### src/gm_pkg.sv
/*
  Constants for the gauge register map and LED display block.
  Assumes a 20 MHz reference clock.
*/
package gm_pkg;
  // register addresses (low seven command bits)
  localparam logic [6:0] A_FLG1 = 7'h01;
  localparam logic [6:0] A_NOMINAL_CHARGE_HIGH = 7'h03;
  localparam logic [6:0] A_BID  = 7'h04;
  localparam logic [6:0] A_LMD  = 7'h05;
  localparam logic [6:0] A_FLG2 = 7'h06;
  localparam logic [6:0] A_PPD  = 7'h07;
  localparam logic [6:0] A_PPU  = 7'h08;
  localparam logic [6:0] A_CPI  = 7'h09;
  localparam logic [6:0] A_VSB  = 7'h0B;
  localparam logic [6:0] A_VTS  = 7'h0C;
  localparam logic [6:0] A_COMPENSATED_CHARGE_HIGH = 7'h0D;
  localparam logic [6:0] A_COMPENSATED_CHARGE_LOW = 7'h0E;
  localparam logic [6:0] A_ENERGY_ESTIMATE_HIGH = 7'h0F;
  localparam logic [6:0] A_ENERGY_ESTIMATE_LOW = 7'h10;
  localparam logic [6:0] A_NOMINAL_CHARGE_LOW = 7'h17;
  localparam logic [6:0] A_RST  = 7'h39;
  // reset values and codes
  localparam logic [7:0]  VTS_RST  = 8'hA2;
  localparam logic [7:0]  RST_ARM  = 8'h00;
  localparam logic [7:0]  RST_GO   = 8'h80;
  localparam logic [7:0]  PFC_CNT  = 8'h80; // programmed full count
  localparam logic [7:0]  CPI_MAX  = 8'hFF;
  localparam logic [7:0]  CPI_STL  = 8'h40;
  localparam logic [12:0] SELF_DISCHARGE_COUNTER_LIM = 13'h1000;
  localparam logic [3:0]  COLD_TMP = 4'h4;  // first code at 0 C
  localparam logic [3:0]  EFF_LAST = 4'hF;  // one charge tick in 16 lost
  // flag positions
  localparam int RATE_LSB = 4;
  localparam logic [2:0] RATE_LO = 3'h0;
  localparam logic [2:0] RATE_MD = 3'h1;
  localparam logic [2:0] RATE_HI = 3'h2;
  localparam int F_CHG = 7, F_BRP = 6, F_CI = 4, F_VDQ = 3, F_E1 = 1, F_EF = 0;
  localparam int F_OVERLOAD_FLAG = 0;
  localparam int STRAP_PIN_FIVE = 4;
  // 94 percent of learned capacity
  localparam logic [23:0] TH_NUM = 24'h00005E;
  localparam logic [23:0] TH_DEN = 24'h000064;
  // voltage scale: 2400 mV over 256 codes
  localparam int VFS_MV = 2400;
  localparam int VSTEPS = 256;
  localparam int FINAL_EMPTY_FLAG_MV = 50;
  localparam logic [8:0] FINAL_EMPTY_FLAG_CODE = 9'(FINAL_EMPTY_FLAG_MV * VSTEPS / VFS_MV);
  // time base
  localparam int CLK_NS = 50;
  localparam int TICK_US = 500;
  localparam int TICK_CYC = TICK_US * 1000 / CLK_NS;
  localparam int MUX_MS = 10;
  localparam int BANK_PCT = 30;
  localparam int BLINK_MS = 250;
  localparam int OVERLOAD_FLAG_MS = 500;
  localparam int SHOW_MS = 4000;
  localparam int VSB_MS = 1000;
  localparam logic [13:0] MUX_T = 14'(MUX_MS * 1000 / TICK_US);
  localparam logic [13:0] BANK_T = 14'(MUX_MS * 1000 / TICK_US * BANK_PCT / 100);
  localparam logic [13:0] BLINK_T = 14'(BLINK_MS * 1000 / TICK_US);
  localparam logic [13:0] OVERLOAD_FLAG_T = 14'(OVERLOAD_FLAG_MS * 1000 / TICK_US);
  localparam logic [13:0] SHOW_T = 14'(SHOW_MS * 1000 / TICK_US);
  localparam logic [13:0] VSB_T = 14'(VSB_MS * 1000 / TICK_US);
  localparam int SEG_N = 5;
  localparam logic [4:0] BANK_A = 5'h15; // segments 1,3,5
  localparam logic [4:0] BANK_B = 5'h0A; // segments 2,4
  typedef enum {GM_LED_SHOW_PIN_IDLE, GM_LED_SHOW_PIN_HOLD} gm_led_show_pin_t;
endpackage
### src/gm_gauge_regs.sv
/*
  Register bank, learning logic and five-segment LED bar of a
  single-cell capacity monitor. Assumes a serial front end that
  delivers a whole command byte plus data, and gauge front-end
  pulses and levels on the same clock.
*/
// Overview of operation
// - nominal count: writable high byte, counts up on charge, down on discharge
// - identifier byte is free host storage, no reset, no effect
// - learned capacity byte is taken from a measured full discharge
// - rate code in bits 6..4: below 0.5C, up to 2C, 2C and above
// - overload follows 2C, clears 0.5 s later, stops empty sampling
// - two six-bit read-only strap maps, pull-down and pull-up
// - charge event counter saturates at 255
// - above 94 percent, count one charge until level drops below
// - stale flag set when event counter reaches 64
// - learned capacity update clears counter and stale flag
// - learn only from full to first empty, no charge, warm, low self-discharge
// - voltage byte refreshed once per second
// - first empty threshold from setting byte, final 50 mV lower, default A2h
// - compensated capacity leaves nominal and learned counts alone
// - energy value from voltage and compensated capacity
// - writing 80h over 00h to reset register resets the gauge
// - reset loads learned capacity, zeroes counts, sets stale and replaced
// - strap pin five high stops self-discharge decrements
// - each of five segments is 20 percent of learned capacity
// - display pin high off, float on charge, low for four seconds
// - banks 1,3,5 and 2,4 alternate near 100 Hz, 30 percent each
// - segment one blinks 4 Hz on first empty, all off on final empty
// - address is low seven command bits, bad writes ignored
`timescale 1ns/1ps
module gm_gauge_regs
  import gm_pkg::*;
#(
  parameter int TICK_CYCLES = TICK_CYC
) (
  input  wire logic       ref_clk,
  input  wire logic       rst_n,
  input  wire logic [7:0] command_byte,
  input  wire logic       cmd_strobe,
  input  wire logic [7:0] write_data,
  output logic      [7:0] read_data,
  output logic            read_valid,
  input  wire logic       chg_tick,
  input  wire logic       dsg_tick,
  input  wire logic       sd_tick,
  input  wire logic       valid_charge,
  input  wire logic       rate_half,
  input  wire logic       rate_2c,
  input  wire logic [3:0] temp_code,
  input  wire logic [7:0] vsb_sample,
  input  wire logic       led_show_hi,
  input  wire logic       led_show_lo,
  input  wire logic [5:0] strap_pd_pins,
  input  wire logic [5:0] strap_pu_pins,
  output logic      [4:0] led_drive_outputs
);
  logic [15:0] nac_q, cac_q, sae_q, dacc_q;
  logic [7:0]  lmd_q, bid_q, vts_q, vsb_q, cpi_q, rreg_q;
  logic [12:0] self_discharge_counter_q;
  logic [13:0] pre_q, mux_q, blk_q, vct_q, oct_q, sct_q;
  logic [5:0]  pd1_q, pd2_q, pu1_q, pu2_q;
  logic [1:0]  dh_q, dl_q;
  logic [2:0]  rate_q;
  logic [3:0]  eff_q;
  logic [4:0]  lit, led_q;
  logic        ci_q, brp_q, vdq_q, e1_q, ef_q, overload_flag_q, lock_q;
  logic        swr_q, vch_q, dlp_q, rv_q, vok_q;
  logic [7:0]  rd_d;
  gm_led_show_pin_t    led_show_pin_q;
  logic        tick, wr, chg_evt, chg_cnt, sd_en, full94, below94;
  logic        e1_hit, ef_hit, lmd_upd, cpi_inc, show;
  logic [6:0]  addr;

  // write decode used by every writable register
  function automatic logic hit(input logic [6:0] a, input logic [6:0] t,
                               input logic w);
    return w && (a == t);
  endfunction

  assign addr = command_byte[6:0];
  assign wr = cmd_strobe && command_byte[7];
  assign chg_evt = valid_charge && !vch_q;
  assign chg_cnt = chg_tick && (eff_q != EFF_LAST); // efficiency loss
  assign sd_en = sd_tick && !pu2_q[STRAP_PIN_FIVE];
  assign full94 = ({8'h00, nac_q} * TH_DEN) > ({8'h00, lmd_q, 8'h00} * TH_NUM);
  assign below94 = ({8'h00, nac_q} * TH_DEN) < ({8'h00, lmd_q, 8'h00} * TH_NUM);
  // overload blocks empty-voltage sampling; no verdict before the first
  // voltage sample, else the zero reset reading trips both flags
  assign e1_hit = vok_q && !overload_flag_q && (vsb_q < vts_q);
  assign ef_hit = vok_q && !overload_flag_q && (({1'b0, vsb_q} + FINAL_EMPTY_FLAG_CODE) < {1'b0, vts_q});
  assign lmd_upd = e1_hit && !e1_q && vdq_q && (temp_code >= COLD_TMP)
                   && (self_discharge_counter_q < SELF_DISCHARGE_COUNTER_LIM);
  assign cpi_inc = chg_evt && !lock_q && (cpi_q != CPI_MAX);
  assign tick = (pre_q == 14'(TICK_CYCLES - 1));

  // common time base prescaler
  always_ff @(posedge ref_clk or negedge rst_n) begin
    if (!rst_n) begin
      pre_q <= 14'h0000;
    end else begin
      pre_q <= tick ? 14'h0000 : pre_q + 14'h0001;
    end
  end

  // tick-driven display and sample counters
  always_ff @(posedge ref_clk or negedge rst_n) begin
    if (!rst_n) begin
      mux_q <= 14'h0000;
      blk_q <= 14'h0000;
      vct_q <= 14'h0000;
      vsb_q <= 8'h00;
      vok_q <= 1'b0;
    end else if (tick) begin
      mux_q <= (mux_q == MUX_T - 14'h0001) ? 14'h0000 : mux_q + 14'h0001;
      blk_q <= (blk_q == BLINK_T - 14'h0001) ? 14'h0000 : blk_q + 14'h0001;
      vct_q <= (vct_q == VSB_T - 14'h0001) ? 14'h0000 : vct_q + 14'h0001;
      if (vct_q == VSB_T - 14'h0001) begin
        vsb_q <= vsb_sample;
        vok_q <= 1'b1;
      end
    end
  end

  // pin synchronisers; straps mapped bit n-1 for pin n
  always_ff @(posedge ref_clk or negedge rst_n) begin
    if (!rst_n) begin
      pd1_q <= 6'h00;
      pd2_q <= 6'h00;
      pu1_q <= 6'h00;
      pu2_q <= 6'h00;
      dh_q  <= 2'h0;
      dl_q  <= 2'h0;
    end else begin
      pd1_q <= strap_pd_pins;
      pd2_q <= pd1_q;
      pu1_q <= strap_pu_pins;
      pu2_q <= pu1_q;
      dh_q  <= {dh_q[0], led_show_hi};
      dl_q  <= {dl_q[0], led_show_lo};
    end
  end

  // software reset sequence: 00h then 80h
  always_ff @(posedge ref_clk or negedge rst_n) begin
    if (!rst_n) begin
      rreg_q <= RST_ARM;
      swr_q  <= 1'b0;
    end else begin
      swr_q <= hit(addr, A_RST, wr) && (rreg_q == RST_ARM)
               && (write_data == RST_GO);
      if (swr_q) begin
        rreg_q <= RST_ARM;
      end else if (hit(addr, A_RST, wr)) begin
        rreg_q <= write_data;
      end
    end
  end

  // nominal count; write may not exceed learned capacity, but the high byte is taken as written, not clamped
  always_ff @(posedge ref_clk or negedge rst_n) begin
    if (!rst_n) begin
      nac_q <= 16'h0000;
      eff_q <= 4'h0;
    end else if (swr_q) begin
      nac_q <= 16'h0000;
      eff_q <= 4'h0;
    end else begin
      eff_q <= chg_tick ? eff_q + 4'h1 : eff_q;
      if (hit(addr, A_NOMINAL_CHARGE_HIGH, wr)) begin
        nac_q[15:8] <= write_data;
      end else if (chg_cnt && nac_q != 16'hFFFF) begin
        nac_q <= nac_q + 16'h0001;
      end else if ((dsg_tick || sd_en) && nac_q != 16'h0000) begin
        nac_q <= nac_q - 16'h0001;
      end
    end
  end

  // learned capacity, qualified discharge and its counters
  always_ff @(posedge ref_clk or negedge rst_n) begin
    if (!rst_n) begin
      lmd_q  <= PFC_CNT;
      vdq_q  <= 1'b0;
      dacc_q <= 16'h0000;
      self_discharge_counter_q <= 13'h0000;
    end else if (swr_q) begin
      lmd_q  <= PFC_CNT;
      vdq_q  <= 1'b0;
      dacc_q <= 16'h0000;
      self_discharge_counter_q <= 13'h0000;
    end else begin
      if (lmd_upd) begin
        lmd_q <= dacc_q[15:8];
      end else if (hit(addr, A_LMD, wr)) begin
        lmd_q <= write_data;
      end
      // qualify starts on discharge from full, dies on any spoiler
      if (lmd_upd || chg_evt || self_discharge_counter_q >= SELF_DISCHARGE_COUNTER_LIM
          || (e1_hit && !e1_q && temp_code < COLD_TMP)) begin
        vdq_q <= 1'b0;
      end else if (!vdq_q && dsg_tick && nac_q >= {lmd_q, 8'h00}) begin
        vdq_q  <= 1'b1;
        dacc_q <= 16'h0001;
        self_discharge_counter_q <= 13'h0000;
      end else if (vdq_q) begin
        dacc_q <= dacc_q + {15'h0000, dsg_tick};
        if (sd_tick && self_discharge_counter_q < SELF_DISCHARGE_COUNTER_LIM) begin
          self_discharge_counter_q <= self_discharge_counter_q + 13'h0001;
        end
      end
    end
  end

  // charge event counter and stale flag; update clear wins
  always_ff @(posedge ref_clk or negedge rst_n) begin
    if (!rst_n) begin
      cpi_q  <= 8'h00;
      ci_q   <= 1'b1;
      lock_q <= 1'b0;
      vch_q  <= 1'b0;
    end else begin
      vch_q <= valid_charge;
      if (swr_q) begin
        cpi_q  <= 8'h00;
        ci_q   <= 1'b1;
        lock_q <= 1'b0;
      end else if (lmd_upd) begin
        cpi_q <= 8'h00;
        ci_q  <= 1'b0;
      end else begin
        if (cpi_inc) begin
          cpi_q <= cpi_q + 8'h01;
        end
        if (cpi_inc && cpi_q == CPI_STL - 8'h01) begin
          ci_q <= 1'b1;
        end
        if (chg_evt && full94) begin
          lock_q <= 1'b1;
        end else if (below94) begin
          lock_q <= 1'b0;
        end
      end
    end
  end

  // empty flags latch until valid charge; replaced flag
  always_ff @(posedge ref_clk or negedge rst_n) begin
    if (!rst_n) begin
      e1_q  <= 1'b0;
      ef_q  <= 1'b0;
      brp_q <= 1'b1;
    end else begin
      e1_q <= e1_hit || (e1_q && !valid_charge);
      ef_q <= ef_hit || (ef_q && !valid_charge);
      if (swr_q) begin
        brp_q <= 1'b1;
      end else if ((chg_cnt && nac_q + 16'h0001 == {lmd_q, 8'h00})
                   || (chg_evt && e1_q)) begin
        brp_q <= 1'b0;
      end
    end
  end

  // rate code and overload hold-off
  always_ff @(posedge ref_clk or negedge rst_n) begin
    if (!rst_n) begin
      rate_q <= RATE_LO;
      overload_flag_q <= 1'b0;
      oct_q  <= 14'h0000;
    end else begin
      rate_q <= rate_2c ? RATE_HI : (rate_half ? RATE_MD : RATE_LO);
      if (rate_2c) begin
        overload_flag_q <= 1'b1;
        oct_q  <= 14'h0000;
      end else if (overload_flag_q && tick) begin
        oct_q <= oct_q + 14'h0001;
        if (oct_q == OVERLOAD_FLAG_T - 14'h0001) begin
          overload_flag_q <= 1'b0;
        end
      end
    end
  end

  // compensated capacity and energy, nominal count untouched
  always_ff @(posedge ref_clk or negedge rst_n) begin
    if (!rst_n) begin
      cac_q <= 16'h0000;
      sae_q <= 16'h0000;
    end else begin
      cac_q <= nac_q - (rate_2c ? nac_q >> 3 : 16'h0000)
               - ((temp_code < COLD_TMP) ? nac_q >> 2 : 16'h0000);
      sae_q <= cac_q[15:8] * vsb_q;
    end
  end

  // identifier is never reset: it survives a soft reset
  always_ff @(posedge ref_clk) begin
    if (hit(addr, A_BID, wr)) begin
      bid_q <= write_data;
    end
  end

  // empty threshold setting
  always_ff @(posedge ref_clk or negedge rst_n) begin
    if (!rst_n) begin
      vts_q <= VTS_RST;
    end else if (hit(addr, A_VTS, wr)) begin
      vts_q <= write_data;
    end
  end

  // read mux; unmapped reads return zero
  always_comb begin
    rd_d = 8'h00;
    case (addr)
      A_FLG1: begin
        rd_d[F_CHG] = valid_charge;
        rd_d[F_BRP] = brp_q;
        rd_d[F_CI]  = ci_q;
        rd_d[F_VDQ] = vdq_q;
        rd_d[F_E1]  = e1_q;
        rd_d[F_EF]  = ef_q;
      end
      A_NOMINAL_CHARGE_HIGH: rd_d = nac_q[15:8];
      A_NOMINAL_CHARGE_LOW: rd_d = nac_q[7:0];
      A_BID:  rd_d = bid_q;
      A_LMD:  rd_d = lmd_q;
      A_FLG2: begin
        rd_d[RATE_LSB +: 3] = rate_q;
        rd_d[F_OVERLOAD_FLAG] = overload_flag_q;
      end
      A_PPD:  rd_d = {2'h0, pd2_q};
      A_PPU:  rd_d = {2'h0, pu2_q};
      A_CPI:  rd_d = cpi_q;
      A_VSB:  rd_d = vsb_q;
      A_VTS:  rd_d = vts_q;
      A_COMPENSATED_CHARGE_HIGH: rd_d = cac_q[15:8];
      A_COMPENSATED_CHARGE_LOW: rd_d = cac_q[7:0];
      A_ENERGY_ESTIMATE_HIGH: rd_d = sae_q[15:8];
      A_ENERGY_ESTIMATE_LOW: rd_d = sae_q[7:0];
      default: rd_d = 8'h00;
    endcase
  end

  // read data held until next read
  always_ff @(posedge ref_clk or negedge rst_n) begin
    if (!rst_n) begin
      read_data <= 8'h00;
      rv_q      <= 1'b0;
    end else begin
      rv_q <= cmd_strobe && !command_byte[7];
      if (cmd_strobe && !command_byte[7]) begin
        read_data <= rd_d;
      end
    end
  end
  assign read_valid = rv_q;

  // display hold machine: low pin starts four seconds
  always_ff @(posedge ref_clk or negedge rst_n) begin
    if (!rst_n) begin
      led_show_pin_q <= GM_LED_SHOW_PIN_IDLE;
      sct_q  <= 14'h0000;
      dlp_q  <= 1'b0;
    end else begin
      dlp_q <= dl_q[1];
      case (led_show_pin_q)
        GM_LED_SHOW_PIN_IDLE: begin
          if (dl_q[1] && !dlp_q) begin
            led_show_pin_q <= GM_LED_SHOW_PIN_HOLD;
            sct_q  <= 14'h0000;
          end
        end
        GM_LED_SHOW_PIN_HOLD: begin
          if (tick) begin
            sct_q <= sct_q + 14'h0001;
          end
          if (tick && sct_q == SHOW_T - 14'h0001) begin
            led_show_pin_q <= GM_LED_SHOW_PIN_IDLE;
          end
        end
        default: led_show_pin_q <= GM_LED_SHOW_PIN_IDLE;
      endcase
    end
  end

  // segment k lit when five times capacity exceeds k times learned capacity
  for (genvar k = 0; k < SEG_N; k++) begin : g_seg
    assign lit[k] = ({4'h0, cac_q} * 20'(SEG_N))
                    > (20'(k) * {4'h0, lmd_q, 8'h00});
  end

  assign show = !dh_q[1] && (led_show_pin_q == GM_LED_SHOW_PIN_HOLD
                || (!dl_q[1] && valid_charge));

  // bank multiplex, blink and final-empty blanking
  always_ff @(posedge ref_clk or negedge rst_n) begin
    if (!rst_n) begin
      led_q <= 5'h00;
    end else if (!show || ef_q) begin
      led_q <= 5'h00;
    end else begin
      led_q <= lit & ((mux_q < BANK_T) ? BANK_A
               : ((mux_q >= MUX_T / 2 && mux_q < MUX_T / 2 + BANK_T) ? BANK_B
               : 5'h00))
               & ~{4'h0, e1_q && blk_q >= BLINK_T / 2};
    end
  end
  assign led_drive_outputs = led_q;
endmodule

### config.mk
export PLATFORM = sky130hd
export DESIGN_NAME = gm_gauge_regs
export DESIGN_NICKNAME = d
export VERILOG_FILES = /design/src/gm_pkg.sv /design/src/gm_gauge_regs.sv
export SDC_FILE = /design/constraint.sdc
export NUM_CORES = 1
export LEC_CHECK = 0
export ABC_AREA = 1
export BUFFER_PORTS_ARGS = -buffer_cell sky130_fd_sc_hd__buf_2
export CORE_MARGIN = 1
export CORE_UTILIZATION = 35
export DETAILED_ROUTE_END_ITERATION = 12
export SYNTH_ARGS = -nofsm -noshare
export SYNTH_HDL_FRONTEND = slang
export SYNTH_SLANG_ARGS = --single-unit
### constraint.sdc
create_clock -name ref_clk -period 10.1 [get_ports ref_clk]
set_input_delay 1.01 -clock ref_clk [delete_from_list [all_inputs] [get_ports ref_clk]]
set_output_delay 1.01 -clock ref_clk [all_outputs]
set_load 0.1 [all_outputs]
==> impl_metrics.py <==
metrics = {
    "outcome": {
        "status": "completed",
    },
    "worst_setup_path": {
        "slowest_delay_ns": 0.64,
        "start_kind": "register",
        "cp.required_ns": 10.51,
        "r2r-start": "lmd_q[4]",
        "worstSetupEndpointType": "register",
        "crit_chain": "inv_1 > fa_1 > inv_1 > ha_1 > fa_1 > inv_1 > fa_1 > o21ai_0 > nand4_1 > nand2_1 > nand2_1 > nand2_1 > a21oi_1 > xor2_1 > ha_1 > nand2_1 > nor2_1 > nand3b_1 > o21ai_0 > a21oi_1 > o211ai_1 > o21ai_0",
        "crit_top_cell": "nand2_1",
        "arrival_ns": 5.99,
        "crit_start": "lmd_q[4]",
        "path_max_fanout": 8,
        "critical_path_class": "reg2reg",
        "crit_slowest_cell": "dfrtp_1",
    },
    "clock_network": {
        "clk_latency_ns": 0.54,
        "root_buffer": "clkbuf_16",
        "cts_tree": "yes",
        "cts_hold_buf": 0,
        "tritoncts.num_buffers": 34,
        "post_cts_buffers": 0,
        "ctsResizeCount": 0,
        "htree_levels": 2,
        "path_clk_slew_ns": 0.06,
        "clock_path_buffers": 3,
        "cts.sinks": 269,
    },
    "placement": {
        "hpwl_microns": 47300,
        "pre_cts_ws_ns": 4.58,
        "place_congestion": 0.917,
        "post_dp_cell_area_sq_mm": 0.0240,
        "io_buffers": 62,
    },
    "timing": {
        "finalSetupViolations": 0,
        "fin_ws_ns": 4.52,
        "max_freq_ghz": 0.179,
        "holdWs_ns": 0.347,
        "finClkSkew_ns": 0.0248,
        "worst_slew_margin_rel_pct": 24.2,
        "final.setup.tns_ns": 0,
        "min_period_ns": 5.58,
        "rsz0062_at_grt": "false",
        "report.final.slew_viol_count": 0,
        "finalHoldViolations": 0,
        "finalCritPeriodShare_pct": 55.3,
        "tightest_slew_ns": 1.14,
    },
    "floorplan": {
        "fp-row-count": 93,
        "start_util_pct": 35.4,
        "die_area_sq_mm": 0.0662,
        "pin_count": 65,
        "chipHeight_microns": 257,
        "die_x_microns": 257,
        "core_area_sq_mm": 0.0645,
    },
    "route": {
        "drcViolationCount": 0,
        "ant_nets": 0,
        "drt_iter0_drc": 1417,
        "post_drt_wl_per_cell_microns": 15.6,
        "wl_microns": 60600,
        "via_per_inst": 4.96,
        "vias": 19214,
        "firstDrtPassIters": 7,
    },
    "global_route": {
        "gr-usage-all-layers_pct": 18.6,
        "grt_pass1_vias": 18446,
        "grt_max_degree": 116,
        "antenna_found_initial": 7,
        "grt_pass1_wl_microns": 99200,
        "overflow": 0,
    },
    "logic_synthesis": {
        "netlist_area_sq_mm": 0.0228,
        "synth_edf_count": 8,
        "synth_fp_nets": 3337,
        "yosys_warnings": 0,
        "synth_cell_types": 62,
        "syn_inst": 2937,
        "syn_area_per_cell_sq_um": 7.77,
        "synth_ff_type": "dfrtp_1",
        "ys_seq_area_share_pct": 29.7,
        "synth-seq-cells": 269,
        "async_flop_share_pct": 97.0,
    },
    "hold_path": {
        "hold_start": "pu1_q[3]",
        "hold_class": "reg2reg",
    },
    "power": {
        "finalPower_mw": 8.28,
        "p_per_area_mw_per_mm2": 329,
        "leakage_nw": 13.0,
        "ir_drop_mv": 0.241,
    },
    "layout": {
        "drive_gt1_share_pct": 6.53,
        "layout_common_cells": "663 x nand2_1, 481 x inv_1, 270 x ha_1, 255 x dfrtp_1, 204 x nor2_1",
        "insertedDiodeCount": 0,
        "nFillCells": 6764,
        "area_growth_pct": 10.4,
        "fin_area_sq_mm": 0.0252,
        "final_common_cell": "nand2_1",
        "layout.nets": 3392,
    },
    "flow_run": {
        "drv_cap": 0,
    },
}
## worst paths after layout
path | to | slack [ns] | depth (start not counted)
max reg2reg | lock_q | 4.52 | 22
max in group asynchronous | cac_q[11] | 8.02 | 2
min in group asynchronous | oct_q[12] | 0.54 | 1
min reg2reg | pu2_q[3] | 0.35 | 0
min | pu2_q[3] | 0.35 | 0
max | lock_q | 4.52 | 22
## per-layer routing
layer	wire length (microns)	part of all wire, %	vias to the layer above	global-route usage (%)
li1	-	-	9672	-
met5	81	0.13	-	0
met4	1070	1.8	12	4.17
met1	28700	47	9030	25.9
met2	27300	45	411	29.7
met3	3420	5.6	89	3.38
## per-stage QoR
stage	instances	utilization (%)
2_1_floorplan	2937	-
6_report	3872	39.1
4_1_cts	3872	39.1
3_5_place_dp	3811	37.2
5_1_grt	3872	39.1
3_3_place_gp	3811	37.2
## critical path: cells and delay by family (launching register included)
family / cells / cell delay, ns
compound gates: 6 / 1.15
xor+xnor: 1 / 0.15
simple gates: 7 / 0.85
fa+ha+maj: 5 / 2.18
buf+inv: 3 / 0.47
flops: 1 / 0.64
## synth_stat cells (7+ instances only)
cell type    n  area [sq um]
nor4_1      13          81.3
a211oi_1     8          60.1
o21ai_0    126           631
a21o_1      11          82.6
o22ai_1     21           131
edfxtp_1     8           240
xnor2_1     25           219
xor2_1     106           928
nand2_1    663          2490
a21oi_1    147           736
nand3_1    157           786
nor3_1      63           315
nand4_1     78           488
o21ai_1     16          80.1
dfrtp_1    255          6380
ha_1       270          3380
clkbuf_1    28           105
nor2_4      11           124
nand3b_1     7          52.6
nor2_2      11          68.8
inv_1      481          1810
nand3_2      8          80.1
buf_2        9          45.0
a31oi_1      7          43.8
nor2_1     204           766
o31ai_1     10          75.1
o211ai_1    15           113
inv_2       13          48.8
fa_1        79          1580
## flip-flops by register name, indices dropped and copies added, names as in the netlist, 4 cells and up
register and count:
cac_q 16, sae_q 16, dacc_q 16, pd1_q 6, cpi_q 8, pu1_q 6
self_discharge_counter_q 13, bid_q 8, read_data 8, vsb_q 8, rreg_q 8, sct_q 14
eff_q 4, vct_q 14, blk_q 14, lmd_q 8, vts_q 8, oct_q 14
led_drive_outputs 5, mux_q 14, pd2_q 6, nac_q 16, pu2_q 6, pre_q 14
## where the power goes
part           switching (mW)  internal, mW
clock                   0.484         0.808
sequential              0.257          1.26
combinational            3.33          2.14
total                    4.07          4.21
## final cells by class
cell class                 instances  area (sq um)  share of cell area, %
inverter                         497          1870                   7.41
multi-input combinational       2121         13900                   55.2
sequential                       269          6780                   26.9
clock buffer                      46           978                   3.89
tap                              855          1070                   4.25
timing repair buffer              69           373                   1.48
clock inverter                    15           206                  0.820
## cells by family (layout without fill, tap and decap cells)
logic type	count (synthesis)	after routing	synth area share, %
compound gates	396	396	9.90
xor+xnor	132	132	5.13
fa+ha+maj	349	349	21.7
buf+inv	547	627	9.30
flops	269	269	29.7
mux	2	2	0.0878
simple gates	1242	1242	24.1
(Power assumes the default switching activity.)
